[config.mk]
export PLATFORM = sky130hd
export DESIGN_NAME = ccs_top
export DESIGN_NICKNAME = d
export VERILOG_FILES = /design/src/rtl/ccs_pkg.sv /design/src/rtl/ccs_switch.sv /design/src/rtl/ccs_top.sv
export SDC_FILE = /design/constraint.sdc
export NUM_CORES = 1
export LEC_CHECK = 0
export CORE_MARGIN = 4
export CORE_UTILIZATION = 53
export DETAILED_ROUTE_END_ITERATION = 8
export DONT_BUFFER_PORTS = 1
export MAX_ROUTING_LAYER = met4
export PLACE_DENSITY = 0.68
export SETUP_SLACK_MARGIN = 0.5
export SLEW_MARGIN = 10
export SYNTH_ARGS = -nofsm -noshare
export SYNTH_HDL_FRONTEND = slang
export SYNTH_SLANG_ARGS = --single-unit
[constraint.sdc]
create_clock -name pclk -period 2.1 [get_ports pclk]
set_input_delay 0.42 -clock pclk [delete_from_list [all_inputs] [get_ports pclk]]
set_output_delay 0.42 -clock pclk [all_outputs]
set_load 0.02 [all_outputs]
[src/rtl/ccs_pkg.sv]
/*
 * Constants shared by the clock source select block: register map,
 * field positions, reset values, timing figures and switch states.
 * Assumes a 32-bit APB register bus and a 125 MHz pclk.
 */
package ccs_pkg;

   // ************************************************************
   // Register map (byte addresses)
   // ************************************************************
   localparam int ADDR_W = 8;
   localparam logic [ADDR_W-1:0] CTRL_ADDR = 8'h00;
   localparam logic [ADDR_W-1:0] STATUS_ADDR = 8'h04;
   localparam logic [ADDR_W-1:0] FLAG_ADDR = 8'h08;
   localparam logic [ADDR_W-1:0] MASK_ADDR = 8'h0C;

   // ************************************************************
   // Field positions
   // ************************************************************
   localparam int CTRL_MCU_EN_BIT = 0;
   localparam int CTRL_DRV_LSB = 1;
   localparam int CTRL_KEEP_OFF_BIT = 3;
   localparam int STATUS_SRC_BIT = 0;
   localparam int STATUS_OK_BIT = 1;
   localparam int FLAG_CHG_BIT = 0;
   localparam int MASK_CHG_BIT = 0;

   // ************************************************************
   // Reset values and codes
   // ************************************************************
   localparam logic MCU_EN_RST = 1'b1;
   localparam logic [1:0] DRV_RST = 2'b00;
   localparam logic [1:0] DRV_HIGH_Z = 2'b10;
   localparam logic KEEP_OFF_RST = 1'b0;
   localparam logic MASK_RST = 1'b1;
   localparam logic [31:0] RDATA_NONE = 32'h0000_0000;

   // ************************************************************
   // Timing
   // ************************************************************
   localparam int PCLK_PERIOD_NS = 8;
   localparam int QUAL_EDGES_DEF = 256;
   localparam int LOSS_INT_EDGES = 2;

   // ************************************************************
   // Switch states
   // ************************************************************
   typedef enum logic [1:0] {
      SW_FOLLOW,
      SW_DRAIN,
      SW_ARM
   } ccs_sw_state_t;

endpackage

[src/rtl/ccs_switch.sv]
/*
 * Glitch-free two-source clock switch, sampled on pclk.
 * Assumes both source levels are already synchronised to pclk.
 */
`timescale 1ns/1ps
`default_nettype none

module ccs_switch (
   input wire logic pclk,
   input wire logic presetn,
   input wire logic int_clk,
   input wire logic xtal_clk,
   input wire logic want_xtal,
   output logic clk_out,
   output logic using_xtal
);
   import ccs_pkg::*;

   typedef struct packed {
      ccs_sw_state_t st;
      logic use_x;
      logic out;
   } ccs_sw_reg_t;

   ccs_sw_reg_t r;
   ccs_sw_reg_t next_r;
   logic cur;
   logic nw;

   // ************************************************************
   // Source hand-over
   // ************************************************************
   always_comb begin
      next_r = r;
      cur = r.use_x ? xtal_clk : int_clk;
      nw = r.use_x ? int_clk : xtal_clk;
      unique case (r.st)
         SW_FOLLOW: begin
            next_r.out = cur;
            if (want_xtal != r.use_x) begin
               next_r.st = SW_DRAIN;
            end
         end
         SW_DRAIN: begin
            next_r.out = cur;
            // Dead crystal never goes low again: cut at once
            if (!cur || (r.use_x && !want_xtal)) begin
               next_r.out = 1'b0; // Hold low phase
               next_r.st = SW_ARM;
            end
         end
         SW_ARM: begin
            next_r.out = 1'b0;
            if (want_xtal == r.use_x) begin
               // Back to old source only from its low phase
               if (!cur) begin
                  next_r.st = SW_FOLLOW;
               end
            end else if (!nw) begin
               next_r.use_x = ~r.use_x;
               next_r.st = SW_FOLLOW;
            end
         end
      endcase
   end

   always_ff @(posedge pclk or negedge presetn) begin
      if (!presetn) begin
         r <= '{st: SW_FOLLOW, use_x: 1'b0, out: 1'b0};
      end else begin
         r <= next_r;
      end
   end

   assign clk_out = r.out;
   assign using_xtal = r.use_x;

endmodule

`default_nettype wire

[src/rtl/ccs_top.sv]
/*
 * Clock source select: picks the internal oscillator or the crystal
 * as 32 kHz time base, switches without glitches, falls back on loss,
 * reports the source and gates the processor and peripheral clock
 * outputs. APB slave for its registers.
 * Assumes presetn is the backup-domain power-on reset, the sequencer
 * and state machine inputs are on pclk, the oscillator pins are not.
 */
// The APB interface to the registers and the placing of the registers were left to the implementer.
`timescale 1ns/1ps
`default_nettype none

// Operation
// - No crystal: run from internal oscillator
// - Running crystal: everything runs from crystal
// - Output held steady during source change
// - Crystal stops: fall back to internal
// - Status bit: 0 internal, 1 crystal
// - Flag on change; interrupt if unmasked
// - Sequencer enables drivers; low-power-off programmable
// - Processor clock enable, resets to 1
// - Peripheral clock only in On state
// - Drive code 00 default, 10 high-Z
// - Keeps running on backup supply alone
// - Flag both directions, no debounce
module ccs_top #(
   parameter int QUAL_EDGES = ccs_pkg::QUAL_EDGES_DEF,
   parameter int QUAL_W = 16
) (
   input wire logic pclk,
   input wire logic presetn,
   input wire logic psel,
   input wire logic penable,
   input wire logic pwrite,
   input wire logic [ccs_pkg::ADDR_W-1:0] paddr,
   input wire logic [31:0] pwdata,
   output logic [31:0] prdata,
   output logic pready,
   output logic pslverr,
   input wire logic internal_osc_in,
   input wire logic crystal_in,
   input wire logic seq_drivers_en,
   input wire logic state_on,
   input wire logic state_low_power_off,
   output logic processor_clock_out,
   output logic peripheral_clock_out,
   output logic peripheral_clock_oe_n,
   output logic [1:0] peripheral_clock_drive_sel,
   output logic clock_source_status,
   output logic irq
);
   import ccs_pkg::*;

   // ************************************************************
   // Elaboration checks
   // ************************************************************
   if (QUAL_EDGES < 2 || QUAL_EDGES >= (2 ** QUAL_W)) begin : g_bad_qual
      $error("QUAL_EDGES out of range for QUAL_W");
   end
   if (LOSS_INT_EDGES < 2 || LOSS_INT_EDGES > 3) begin : g_bad_loss
      $error("LOSS_INT_EDGES must be 2 or 3");
   end

   localparam logic [QUAL_W-1:0] QUAL_LAST = QUAL_W'(QUAL_EDGES - 1);
   localparam logic [1:0] LOSS_LAST = 2'(LOSS_INT_EDGES - 1);

   // ************************************************************
   // State
   // ************************************************************
   typedef struct packed {
      logic int_s1;
      logic int_s2;
      logic int_d;
      logic xt_s1;
      logic xt_s2;
      logic xt_d;
      logic [QUAL_W-1:0] qual_cnt;
      logic [1:0] miss_cnt;
      logic xtal_ok;
      logic mcu_en;
      logic [1:0] drv;
      logic keep_off;
      logic mask;
      logic flag;
      logic src_d;
      logic pready;
      logic [31:0] prdata;
      logic pslverr;
      logic mcu_out;
      logic per_out;
      logic per_oe_n;
      logic [1:0] per_drv;
      logic src_out;
      logic irq;
   } ccs_reg_t;

   ccs_reg_t r;
   ccs_reg_t next_r;
   logic sw_clk;
   logic sw_xtal;
   logic access;
   logic rd_flag;
   logic mcu_drv_on;
   logic per_drv_on;

   // ************************************************************
   // Helpers
   // ************************************************************
   function automatic logic is_mapped(input logic [ADDR_W-1:0] a);
      is_mapped = (a == CTRL_ADDR) || (a == STATUS_ADDR) ||
                  (a == FLAG_ADDR) || (a == MASK_ADDR);
   endfunction

   function automatic logic rise(input logic now, input logic was);
      rise = now & ~was;
   endfunction

   // ************************************************************
   // Glitch-free switch
   // ************************************************************
   ccs_switch u_switch (
      .pclk(pclk),
      .presetn(presetn),
      .int_clk(r.int_s2),
      .xtal_clk(r.xt_s2),
      .want_xtal(r.xtal_ok),
      .clk_out(sw_clk),
      .using_xtal(sw_xtal)
   );

   // ************************************************************
   // Next state
   // ************************************************************
   always_comb begin
      next_r = r;
      access = psel & penable & ~r.pready;
      rd_flag = access & ~pwrite & (paddr == FLAG_ADDR);

      // Pin synchronisers
      next_r.int_s1 = internal_osc_in;
      next_r.int_s2 = r.int_s1;
      next_r.int_d = r.int_s2;
      next_r.xt_s1 = crystal_in;
      next_r.xt_s2 = r.xt_s1;
      next_r.xt_d = r.xt_s2;

      // Crystal qualification and loss watch
      if (rise(r.xt_s2, r.xt_d)) begin
         next_r.miss_cnt = 2'b00;
         if (r.qual_cnt == QUAL_LAST) begin
            next_r.xtal_ok = 1'b1;
         end else begin
            next_r.qual_cnt = r.qual_cnt + QUAL_W'(1);
         end
      end else if (rise(r.int_s2, r.int_d)) begin
         if (r.miss_cnt == LOSS_LAST) begin
            next_r.miss_cnt = 2'b00;
            next_r.qual_cnt = '0;
            next_r.xtal_ok = 1'b0;
         end else begin
            next_r.miss_cnt = r.miss_cnt + 2'b01;
         end
      end

      // Source change flag, set wins over read clear
      next_r.src_d = sw_xtal;
      if (rd_flag) begin
         next_r.flag = 1'b0;
      end
      if (sw_xtal != r.src_d) begin
         next_r.flag = 1'b1;
      end
      next_r.irq = next_r.flag & ~next_r.mask;

      // APB slave, one wait state
      next_r.pready = access;
      next_r.pslverr = 1'b0;
      if (access) begin
         next_r.pslverr = ~is_mapped(paddr);
         next_r.prdata = RDATA_NONE;
         if (pwrite) begin
            if (paddr == CTRL_ADDR) begin
               next_r.mcu_en = pwdata[CTRL_MCU_EN_BIT];
               next_r.drv = pwdata[CTRL_DRV_LSB +: 2];
               next_r.keep_off = pwdata[CTRL_KEEP_OFF_BIT];
            end else if (paddr == MASK_ADDR) begin
               next_r.mask = pwdata[MASK_CHG_BIT];
            end
         end else begin
            unique case (paddr)
               CTRL_ADDR: begin
                  next_r.prdata[CTRL_MCU_EN_BIT] = r.mcu_en;
                  next_r.prdata[CTRL_DRV_LSB +: 2] = r.drv;
                  next_r.prdata[CTRL_KEEP_OFF_BIT] = r.keep_off;
               end
               STATUS_ADDR: begin
                  next_r.prdata[STATUS_SRC_BIT] = sw_xtal;
                  next_r.prdata[STATUS_OK_BIT] = r.xtal_ok;
               end
               FLAG_ADDR: begin
                  next_r.prdata[FLAG_CHG_BIT] = r.flag;
               end
               MASK_ADDR: begin
                  next_r.prdata[MASK_CHG_BIT] = r.mask;
               end
               default: begin
                  next_r.prdata = RDATA_NONE;
               end
            endcase
         end
      end

      // Output drivers
      mcu_drv_on = seq_drivers_en & r.mcu_en &
                   (state_on | (state_low_power_off & r.keep_off));
      per_drv_on = seq_drivers_en & state_on &
                   (r.drv != DRV_HIGH_Z);
      next_r.mcu_out = mcu_drv_on & sw_clk;
      next_r.per_out = per_drv_on & sw_clk;
      next_r.per_oe_n = ~per_drv_on;
      next_r.per_drv = r.drv;
      next_r.src_out = sw_xtal;
   end

   // ************************************************************
   // Registers: cleared only by the backup-domain reset
   // ************************************************************
   always_ff @(posedge pclk or negedge presetn) begin
      if (!presetn) begin
         r <= '0;
         r.mcu_en <= MCU_EN_RST;
         r.drv <= DRV_RST;
         r.keep_off <= KEEP_OFF_RST;
         r.mask <= MASK_RST;
         r.per_drv <= DRV_RST;
         r.per_oe_n <= 1'b1;
      end else begin
         r <= next_r; // No main-supply dependency
      end
   end

   // ************************************************************
   // Outputs
   // ************************************************************
   assign prdata = r.prdata;
   assign pready = r.pready;
   assign pslverr = r.pslverr;
   assign processor_clock_out = r.mcu_out;
   assign peripheral_clock_out = r.per_out;
   assign peripheral_clock_oe_n = r.per_oe_n;
   assign peripheral_clock_drive_sel = r.per_drv;
   assign clock_source_status = r.src_out;
   assign irq = r.irq;

endmodule

`default_nettype wire

==> results of run 1 <==
==> routing by layer <==
layer	track usage	up-vias	part of all wire
met4	0.0435	0	0.0052
li1	-	813	-
met1	0.217	800	0.45
met2	0.259	48	0.49
met5	-	-	0
met3	0.0433	2	0.050
==> how the worst max path moves through the flow <==
| stage | startpoint | to | slack [ps] | cells after the start |
|---|---|---|---|---|
| final | r[51] | r[51] | 490 | 5 |
| after global routing | r[48] | u_switch.r[3] | 410 | 6 |
| after CTS | r[64] | r[51] | 500 | 4 |
| after detailed placement | next_r[67] | r[55] | 260 | 4 |
| after global placement | next_r[67] | r[54] | 270 | 4 |
| after floorplan | r[52] | r[51] | 520 | 6 |
==> cells by family (layout without fill, tap and decap cells) <==
| group | count (synthesis) | in the layout | synth area share |
|---|---|---|---|
| other | 1 | 28 | 0.00150 |
| AOI/OAI and AO/OA | 44 | 44 | 0.124 |
| muxes | 12 | 12 | 0.0566 |
| xor gates and xnor gates | 2 | 2 | 0.00701 |
| DFF | 48 | 48 | 0.482 |
| and+or+nand+nor | 74 | 75 | 0.169 |
| buffers and inverters | 48 | 29 | 0.134 |
| adders and majority gates | 5 | 5 | 0.0250 |
==> worst max-delay path, stage by stage, from the launching register on <==
cell,delay (ps)
sky130_fd_sc_hd__dfrtp_1,420
sky130_fd_sc_hd__ha_2,210
sky130_fd_sc_hd__and3_4,210
sky130_fd_sc_hd__and4_4,210
sky130_fd_sc_hd__a21o_4,200
sky130_fd_sc_hd__mux2_4,250
==> area by class of cell <==
type                    instances  area, sq um
repair buffers                 14          128
clock inverters                 1         30.0
inverters                       7         26.3
fillers                       359         1700
multi-input cells             166         1190
flip-flops and latches         48         1210
clock buffers                   7         96.3
well taps                      52         65.1
==> synthesized netlist by cell type, types with 5 or more instances <==
cell type | count | area share
sky130_fd_sc_hd__a21oi_1 | 10 | 0.020
sky130_fd_sc_hd__buf_4 | 34 | 0.10
sky130_fd_sc_hd__dfrtp_1 | 45 | 0.45
sky130_fd_sc_hd__ha_1 | 5 | 0.025
sky130_fd_sc_hd__inv_1 | 7 | 0.011
sky130_fd_sc_hd__mux2_2 | 7 | 0.032
sky130_fd_sc_hd__nand2_1 | 18 | 0.027
sky130_fd_sc_hd__nand3_1 | 14 | 0.028
sky130_fd_sc_hd__nor2_1 | 12 | 0.018
sky130_fd_sc_hd__o211ai_1 | 6 | 0.018
sky130_fd_sc_hd__o21ai_0 | 6 | 0.012
sky130_fd_sc_hd__o311ai_0 | 5 | 0.018
sky130_fd_sc_hd__or4_1 | 5 | 0.015
==> through the flow <==
step,utilization,hold WS (ps),instances
floorplan,-,124,261
global placement,0.536,126,274
detailed placement,0.536,126,274
CTS,0.588,142,286
global route,0.618,125,295
finish,0.618,148,295
==> sequential cells by signal (all words and copies together) (netlist names), 2 cells and up <==
signal,flops
peripheral_clock_drive_sel,2
next_r,6
r,25
u_switch.r,2
prdata,4
==> power groups by stage <==
| stage | registers [mW] | clock network, mW | logic, mW |
|---|---|---|---|
| floorplan | 1.01 | 0 | 0.169 |
| global placement | 1.02 | 0 | 0.139 |
| detailed placement | 1.02 | 0 | 0.140 |
| CTS | 1.01 | 0.730 | 0.169 |
| global route | 1.02 | 0.782 | 0.213 |
| finish | 1.01 | 0.716 | 0.192 |
==> what timing repair did <==
action                     in CTS  in global routing
resized for setup              13                 20
setup endpoints to repair      18                 20
setup buffers                   2                  8
pin swaps                       2                  8
hold buffers                    2                  0
cloned                          0                  1
hold endpoints to repair       48                  0
==> results by group, run 1 <==
Run status
  – Status: complete, no violations

Power and ir drop
  – Gate power share: 0.100
  – Power per cell area: 699 mW/mm^2
  – Clock share of power: 0.373
  – Reg power frac: 0.526
  – Total leakage power: 1.23 nW
  – Switching power share of the total: 0.243
  – Total net switching power: 0.466 mW
  – Tot Pwr: 1.92 mW
  – Max IR drop VDD: 0.507 mV
  – Cell-internal power: 1.45 mW

Layout
  – Area delta synth->final: 9.86%
  – Share of post-route cells with drive strength above 1: 0.259
  – Most common library cell in the layout ignoring fill and taps: sky130_fd_sc_hd__dfrtp_1
  – Final non-filler cell area: 0.00275 sq mm
  – Most frequent cells in the layout: 39 x sky130_fd_sc_hd__dfrtp_1, 28 x sky130_fd_sc_hd__conb_1, 18 x sky130_fd_sc_hd__nand2_1, 13 x sky130_fd_sc_hd__nand3_1, 12 x sky130_fd_sc_hd__buf_4
  – Net total in the final layout: 297
  – Diodes inserted: 0

Clock tree
  – Num CTS Buffers: 5
  – Root cell of the clock tree: sky130_fd_sc_hd__clkbuf_8
  – Worst-skew pair later-pin latency: 290 ps
  – Buffer depth of the longest clock path: 2
  – Clock sinks: 48
  – TritonCTS clock tree: built
  – Clock slew at reported path FFs: 90 ps
  – Maximum level of the CTS H-tree: 2

Critical path
  – Endpoint arrival time on the critical path: 1780 ps
  – Internal reg-to-reg setup slack: 490 ps
  – WP data required: 2280 ps
  – Startpoint kind of the worst setup timing path: register
  – Worst flop-to-flop path endpoint: r[51]
  – Critical path start-end classification: register to register
  – Critical path fanouts, max: 5
  – Critical path capture point type: register
  – Reg2reg start: r[51]
  – Number of cells on the worst reg-to-reg path: 5

Hold path
  – Count of cells along the worst hold path: 0
  – HP Class: primary input to register
  – Hold_sp: crystal_in
  – Endpoint of the worst hold path: next_r[68]

Detailed routing
  – Final ANT Viol Nets: 0
  – Total detailed-routing wirelength: 4.65 mm
  – Wire length per cell: 15.8 um
  – Drt via density: 5.64
  – First drt pass iteration count: 4
  – Violation count after the first detailed-route iteration: 65
  – Vias after detailed routing: 1663
  – DRC viols: 0

Logic synthesis
  – Count of different cell masters after synthesis: 49
  – Sequential-to-total area share from yosys stat: 0.482
  – Synthesized flop and latch total: 48
  – Async SR Flop Fraction: 1.00
  – Syn Std Cell Area: 0.00250 sq mm
  – Main synth FF type: sky130_fd_sc_hd__dfrtp_1
  – Synthesized area per cell: 10.7 sq um
  – Count of yosys warnings during synthesis: 0
  – Gate count of the mapped netlist: 234
  – Post-synth EDFFs: 0

Place
  – Count of input and output buffers: 0
  – Final HPWL from detailed placement: 3.04 mm
  – Routability congestion estimate: 0.788
  – Pre-CTS setup slack: 263 ps
  – Cell Area, Placed: 0.00238 sq mm

GRT
  – Grt total ovfl: 0
  – Antenna violations before repair: 0
  – Global-route wire length before repair: 7.76 mm
  – Number of global-route vias before repair: 1605
  – Global-route total usage across every layer: 0.166
  – Largest net degree at the start of global routing: 49

Floorplan
  – Initial core utilization: 0.562
  – Floorplan Core Area: 0.00444 sq mm
  – Count of standard-cell rows: 24
  – Num ports: 91
  – Floorplan die area: 0.00588 sq mm
  – Vert. Die Dim: 76.7 um
  – Die boundary width: 76.7 um

STA
  – Minimum period implied by the final worst setup slack: 1610 ps
  – Final count of negative-setup-slack endpoints: 0
  – Fin crit share: 0.766
  – Unrepaired setup endpoints after global routing: true
  – Layout Skew: 7.57 ps
  – F_max: 622 MHz
  – Setup total negative slack: 0 ps
  – Final hold viol count: 0
  – Least setup slack across all paths after layout: 492 ps
  – Pins over their slew limit: 0

Flow run
  – Maximum capacitance violations: 0
No activity file was read; power rests on OpenSTA's default activity.
==> run 2, diff against run 1 <==
--- a/config.mk
+++ b/config.mk
@@ -10,7 +10,7 @@
 export DETAILED_ROUTE_END_ITERATION = 8
 export DONT_BUFFER_PORTS = 1
 export MAX_ROUTING_LAYER = met4
-export PLACE_DENSITY = 0.68
+export PLACE_DENSITY = 0.71
 export SETUP_SLACK_MARGIN = 0.5
 export SLEW_MARGIN = 10
 export SYNTH_ARGS = -nofsm -noshare
==> constraint.sdc (replaced) <==
create_clock -name pclk -period 1.4 [get_ports pclk]
set_input_delay 0.28 -clock pclk [delete_from_list [all_inputs] [get_ports pclk]]
set_output_delay 0.28 -clock pclk [all_outputs]
set_load 0.02 [all_outputs]
==> run 2 against run 1 <==
Net effect: the flow now finishes with violations (hold timing, setup timing); highest routed layer unchanged; clock power up 42%; sequential share of layout area down 11 points; largest cell class is now multi-input combinational cells; fmax down 8.4%; die area unchanged; first-iteration DRC count up 100%; combinational power rose to 2.5 times the previous value; critical path depth unchanged; design area up 32%; cell count up 22%.
==> results by group, run 2 (synthesized netlist as in run 1, its figures left out) <==
Floorplan
  – Vert. Die Dim: 76.7 um
  – Num ports: 91
  – Floorplan die area: 0.00588 sq mm
  – Count of standard-cell rows: 24
  – Floorplan Core Area: 0.00444 sq mm
  – Initial core utilization: 0.562
  – Die boundary width: 76.7 um

Power and ir drop
  – Power per cell area: 832 mW/mm^2
  – Total leakage power: 1.66 nW
  – Max IR drop VDD: 0.622 mV

STA
  – Unrepaired setup endpoints after global routing: true
  – Final count of negative-setup-slack endpoints: 21
  – Pins over their slew limit: 0
  – Layout Skew: 7.96 ps
  – Fin crit share: 1.25
  – F_max: 570 MHz
  – Setup total negative slack: -3630 ps
  – Hold Slack: -345 ps
  – Minimum period implied by the final worst setup slack: 1760 ps
  – Least setup slack across all paths after layout: -355 ps
  – Final hold viol count: 48

Detailed routing
  – Drt via density: 5.81
  – Violation count after the first detailed-route iteration: 131
  – Final ANT Viol Nets: 0
  – Total detailed-routing wirelength: 6.85 mm
  – Wire length per cell: 19.0 um
  – First drt pass iteration count: 4
  – Vias after detailed routing: 2098
  – DRC viols: 0

Layout
  – Net total in the final layout: 363
  – # fillers: 240
  – Final instance count without filler cells: 361
  – Area delta synth->final: 44.6%
  – Most common library cell in the layout ignoring fill and taps: sky130_fd_sc_hd__buf_4
  – Most frequent cells in the layout: 47 x sky130_fd_sc_hd__buf_4, 38 x sky130_fd_sc_hd__dfrtp_1, 28 x sky130_fd_sc_hd__conb_1, 28 x sky130_fd_sc_hd__buf_6, 16 x sky130_fd_sc_hd__nand2_1
  – Diodes inserted: 0
  – Share of post-route cells with drive strength above 1: 0.547
  – Max FFs per register: 25
  – Final non-filler cell area: 0.00361 sq mm
  – Register with the most flip-flops: r

GRT
  – Global-route total usage across every layer: 0.209
  – Most utilized layer in the global route result: met2
  – Global-route wire length before repair: 9.68 mm
  – Grt met3 use: 0.0328
  – Met1 Track Usage GR: 0.253
  – Grt total ovfl: 0
  – GR met2 Demand/Resource: 0.351
  – Number of global-route vias before repair: 2003
  – Antenna violations before repair: 0
  – Largest net degree at the start of global routing: 49

Critical path
  – WP data required: 1600 ps
  – Slowest stage delay, CP: 450 ps
  – Startpoint kind of the worst setup timing path: register
  – Critical path fanouts, max: 3
  – Number of cells on the worst reg-to-reg path: 5
  – Worst flop-to-flop path endpoint: u_switch.r[3]
  – Critical path capture point type: register
  – Critical path start-end classification: register to register
  – Endpoint arrival time on the critical path: 1960 ps
  – Reg2reg start: u_switch.using_xtal
  – Critical-path cell list: ha_4 -> mux2i_1 -> o21ai_1 -> a21oi_2 -> mux2_4
  – Internal reg-to-reg setup slack: -360 ps
  – Cell with the largest stage delay on the worst path: sky130_fd_sc_hd__dfrtp_1

Run status
  – Status: finished, violations left
  – Violated checks: hold timing, setup timing

Clock tree
  – Buffer depth of the longest clock path: 2
  – Worst-skew pair later-pin latency: 310 ps
  – Num CTS Buffers: 5
  – Root cell of the clock tree: sky130_fd_sc_hd__clkbuf_8
  – Maximum level of the CTS H-tree: 2
  – Clock sinks: 48
  – TritonCTS clock tree: built
  – Clock slew at reported path FFs: 100 ps
  – Number of buffers added to fix hold violations after cts: 2

Place
  – Placed Cells incl. Taps: 320
  – Pre-CTS setup slack: -280 ps
  – Count of input and output buffers: 0
  – Routability congestion estimate: 0.793
  – Cell Area, Placed: 0.00281 sq mm
  – Final HPWL from detailed placement: 3.64 mm

Flow run
  – Maximum capacitance violations: 0

Hold path
  – HP Class: primary input to asynchronous set/reset pin
run 2: metrics by stage:
step	power, mW	util
5_1_grt	3.12	0.813
2_1_floorplan	1.79	-
3_3_place_gp	1.85	0.632
4_1_cts	2.92	0.732
6_report	3.00	0.813
3_5_place_dp	1.86	0.632
run 2: worst max path at each step:
stage / endpoint / slack (ps) / from
4_1_cts: u_switch.r[3] / -220 / u_switch.using_xtal
3_3_place_gp: r[60] / -250 / r[52]
6_report: u_switch.r[3] / -360 / u_switch.using_xtal
3_5_place_dp: r[60] / -280 / r[52]
5_1_grt: u_switch.r[3] / -380 / u_switch.using_xtal
2_1_floorplan: r[51] / -180 / r[52]
run 2: routing by layer:
metal / vias to the layer above / share of wire
li1: 940 / -
met1: 1067 / 0.39
met2: 76 / 0.53
met3: 15 / 0.055
met4: 0 / 0.022
met5: - / 0
run 2: timing repair:
| action | CTS | global route |
|---|---|---|
| hold endpoints to repair | 50 | 48 |
| cloned | 1 | 1 |
| resized for setup | 48 | 54 |
| pin swaps | 15 | 30 |
| setup buffers | 15 | 14 |
| endpoints found under the setup margin | 48 | 49 |
run 2: critical path, delay by kind of cell, from the launching register on:
kind	cells	cell delay, ps
flip-flops	1	450
multiplexers	2	580
adder cells (fa/ha/maj)	1	310
AO/OA/AOI/OAI	2	310
run 2: power by group:
| group | leakage [nW] | internal (mW) | switching (mW) | total [mW] |
|---|---|---|---|---|
| registers | 0.617 | 1.45 | 0.0542 | 1.50 |
| logic | 0.985 | 0.236 | 0.249 | 0.485 |
| clock network | 0.0552 | 0.531 | 0.489 | 1.02 |
run 2: area by class of cell:
type | instances | area (sq um) | area share
Multi-Input combinational cell | 166 | 1470 | 0.407
Sequential cell | 48 | 1210 | 0.336
Timing Repair Buffer | 80 | 728 | 0.202
Clock buffer | 6 | 72.6 | 0.0201
Tap cell | 52 | 65.1 | 0.0180
Clock inverter | 2 | 35.0 | 0.00970
Inverter | 7 | 26.3 | 0.00727
==> run 3, diff against run 2 <==
--- a/config.mk
+++ b/config.mk
@@ -7,11 +7,13 @@
 export LEC_CHECK = 0
 export CORE_MARGIN = 4
 export CORE_UTILIZATION = 53
+export CTS_BUF_LIST = sky130_fd_sc_hd__clkbuf_8
 export DETAILED_ROUTE_END_ITERATION = 8
 export DONT_BUFFER_PORTS = 1
 export MAX_ROUTING_LAYER = met4
-export PLACE_DENSITY = 0.71
+export PLACE_DENSITY = 0.68
 export SETUP_SLACK_MARGIN = 0.5
+export SKIP_LAST_GASP = 1
 export SLEW_MARGIN = 10
 export SYNTH_ARGS = -nofsm -noshare
 export SYNTH_HDL_FRONTEND = slang
==> constraint.sdc (replaced) <==
create_clock -name pclk -period 2.2 [get_ports pclk]
set_input_delay 0.44 -clock pclk [delete_from_list [all_inputs] [get_ports pclk]]
set_output_delay 0.44 -clock pclk [all_outputs]
set_load 0.02 [all_outputs]
==> run 3 against run 2 <==
Net effect: the flow now finishes without violations; non-clock buffer count fell by 69; largest power group unchanged; design area fell by 27%; highest routed layer unchanged; fmax rose by 6.2%; critical endpoint is now r[60].
==> results by group, run 3 (synthesized netlist as in run 1, its figures left out) <==
Run status
  – Status: complete, no violations

Hold path
  – HP Class: primary input to register
  – Hold_sp: internal_osc_in

STA
  – Layout Skew: 7.51 ps
  – Pins over their slew limit: 0
  – Hold Slack: 167 ps
  – F_max: 605 MHz
  – Final count of negative-setup-slack endpoints: 0
  – Setup total negative slack: 0 ps
  – Fin crit share: 0.751
  – Minimum period implied by the final worst setup slack: 1650 ps
  – Final hold viol count: 0
  – Unrepaired setup endpoints after global routing: true

Place
  – Routability congestion estimate: 0.809
  – Cell Area, Placed: 0.00238 sq mm
  – Final HPWL from detailed placement: 2.98 mm
  – Count of input and output buffers: 0
  – Placed Cells incl. Taps: 275

Critical path
  – Endpoint arrival time on the critical path: 1880 ps
  – First element of the critical path: r[51]
  – Critical path capture point type: register
  – WP data required: 2430 ps
  – Reg2reg start: r[51]
  – Critical path start-end classification: register to register
  – Startpoint kind of the worst setup timing path: register
  – Critical path fanouts, max: 5

GRT
  – Number of global-route vias before repair: 1484
  – Largest net degree at the start of global routing: 49
  – Antenna violations before repair: 0
  – Global-route wire length before repair: 7.04 mm
  – Grt total ovfl: 0
  – Global-route total usage across every layer: 0.151

Clock tree
  – Worst-skew pair later-pin latency: 290 ps
  – Maximum level of the CTS H-tree: 2
  – Root cell of the clock tree: sky130_fd_sc_hd__clkbuf_8
  – Clock sinks: 48
  – Clock slew at reported path FFs: 90 ps
  – Num CTS Buffers: 5
  – Buffer depth of the longest clock path: 2
  – TritonCTS clock tree: built

Layout
  – Final instance count without filler cells: 292
  – Most common library cell in the layout ignoring fill and taps: sky130_fd_sc_hd__dfrtp_1
  – Final non-filler cell area: 0.00265 sq mm
  – Most frequent cells in the layout: 45 x sky130_fd_sc_hd__dfrtp_1, 28 x sky130_fd_sc_hd__conb_1, 18 x sky130_fd_sc_hd__nand2_1, 13 x sky130_fd_sc_hd__nand3_1, 11 x sky130_fd_sc_hd__nor2_1
  – # fillers: 369
  – Max FFs per register: 25
  – Area delta synth->final: 5.91%
  – Share of post-route cells with drive strength above 1: 0.208
  – Net total in the final layout: 294
  – Register with the most flip-flops: r
  – Diodes inserted: 0

Detailed routing
  – Wire length per cell: 15.3 um
  – Met2 WL post-DR: 2.10 mm
  – Violation count after the first detailed-route iteration: 103
  – Final ANT Viol Nets: 0
  – DR top layer: met4
  – Vias after detailed routing: 1681
  – Total detailed-routing wirelength: 4.47 mm
  – Routed length on met3: 272 um
  – DRC viols: 0
  – First drt pass iteration count: 4
  – Drt via density: 5.76
  – Sum of routed wire segments on met1: 2.06 mm

Floorplan
  – Num ports: 91
  – Floorplan Core Area: 0.00444 sq mm
  – Floorplan die area: 0.00588 sq mm
  – Count of standard-cell rows: 24
  – Initial core utilization: 0.562
  – Vert. Die Dim: 76.7 um
  – Die boundary width: 76.7 um

Flow run
  – Maximum capacitance violations: 0

Power and ir drop
  – Total leakage power: 1.21 nW
  – Power per cell area: 641 mW/mm^2
  – Max IR drop VDD: 0.504 mV
[run 3: cell count changes in the layout (fill, tap and decap cells not counted), sizes merged]
cell | previous run | this run
buf | 78 | 10
dlygate4sd3 | 2 | 1
or2b | 2 | 1
bufinv | 1 | 0
inv | 7 | 8
clkinvlp | 0 | 1
and4 | 3 | 4
clkinv | 1 | 0
[run 3: repair_timing]
item / in CTS / in global routing
setup endpoints to repair: 7 / 16
hold endpoints to repair: 48 / 0
buffers inserted: 2 / 4
pin swaps: 0 / 2
cloned: 0 / 1
hold buffers: 2 / 0
resized for setup: 4 / 13
[run 3: final cells by class]
| type | instances | area [sq um] | area share |
|---|---|---|---|
| sequential | 48 | 1200 | 0.455 |
| multi-input combinational | 166 | 1150 | 0.435 |
| timing repair buffer | 11 | 105 | 0.0397 |
| clock buffer | 6 | 82.6 | 0.0312 |
| tap | 52 | 65.1 | 0.0246 |
| inverter | 7 | 26.3 | 0.00993 |
| clock inverter | 2 | 11.3 | 0.00426 |
[run 3: path summary, 6_finish.rpt]
kind,end,slack [ps],cells after the start
max reg2reg,r[60],550,5
max,r[60],550,5
min,next_r[71],170,0
min in group asynchronous,prdata[0],650,2
min reg2reg,next_r[70],350,0
max in group asynchronous,r[43],1280,2
[run 3: per-layer routing]
metal / GRT usage / vias up
li1: - / 809
met4: 0.0580 / 0
met1: 0.207 / 807
met3: 0.0363 / 2
met2: 0.219 / 63
met5: - / -
[run 3: stage by stage]
stage,setup WS (ps),total power [mW],util
after floorplan,502,1.13,-
after global placement,403,1.11,0.536
after detailed placement,374,1.11,0.536
after CTS,496,1.67,0.572
after global routing,475,1.78,0.595
final,547,1.70,0.595
[run 3: power breakdown]
part,internal (mW),leakage [nW],switching (mW)
clock,0.251,0.0486,0.286
combinational,0.0779,0.538,0.117
sequential,0.919,0.626,0.0455
[run 3: worst max-delay path: stages (launching register included)]
cell and delay [ps]:
sky130_fd_sc_hd__dfrtp_1 440, sky130_fd_sc_hd__ha_4 190, sky130_fd_sc_hd__and3_2 240, sky130_fd_sc_hd__and4_4 170, sky130_fd_sc_hd__or4_1 460, sky130_fd_sc_hd__o21ai_1 80
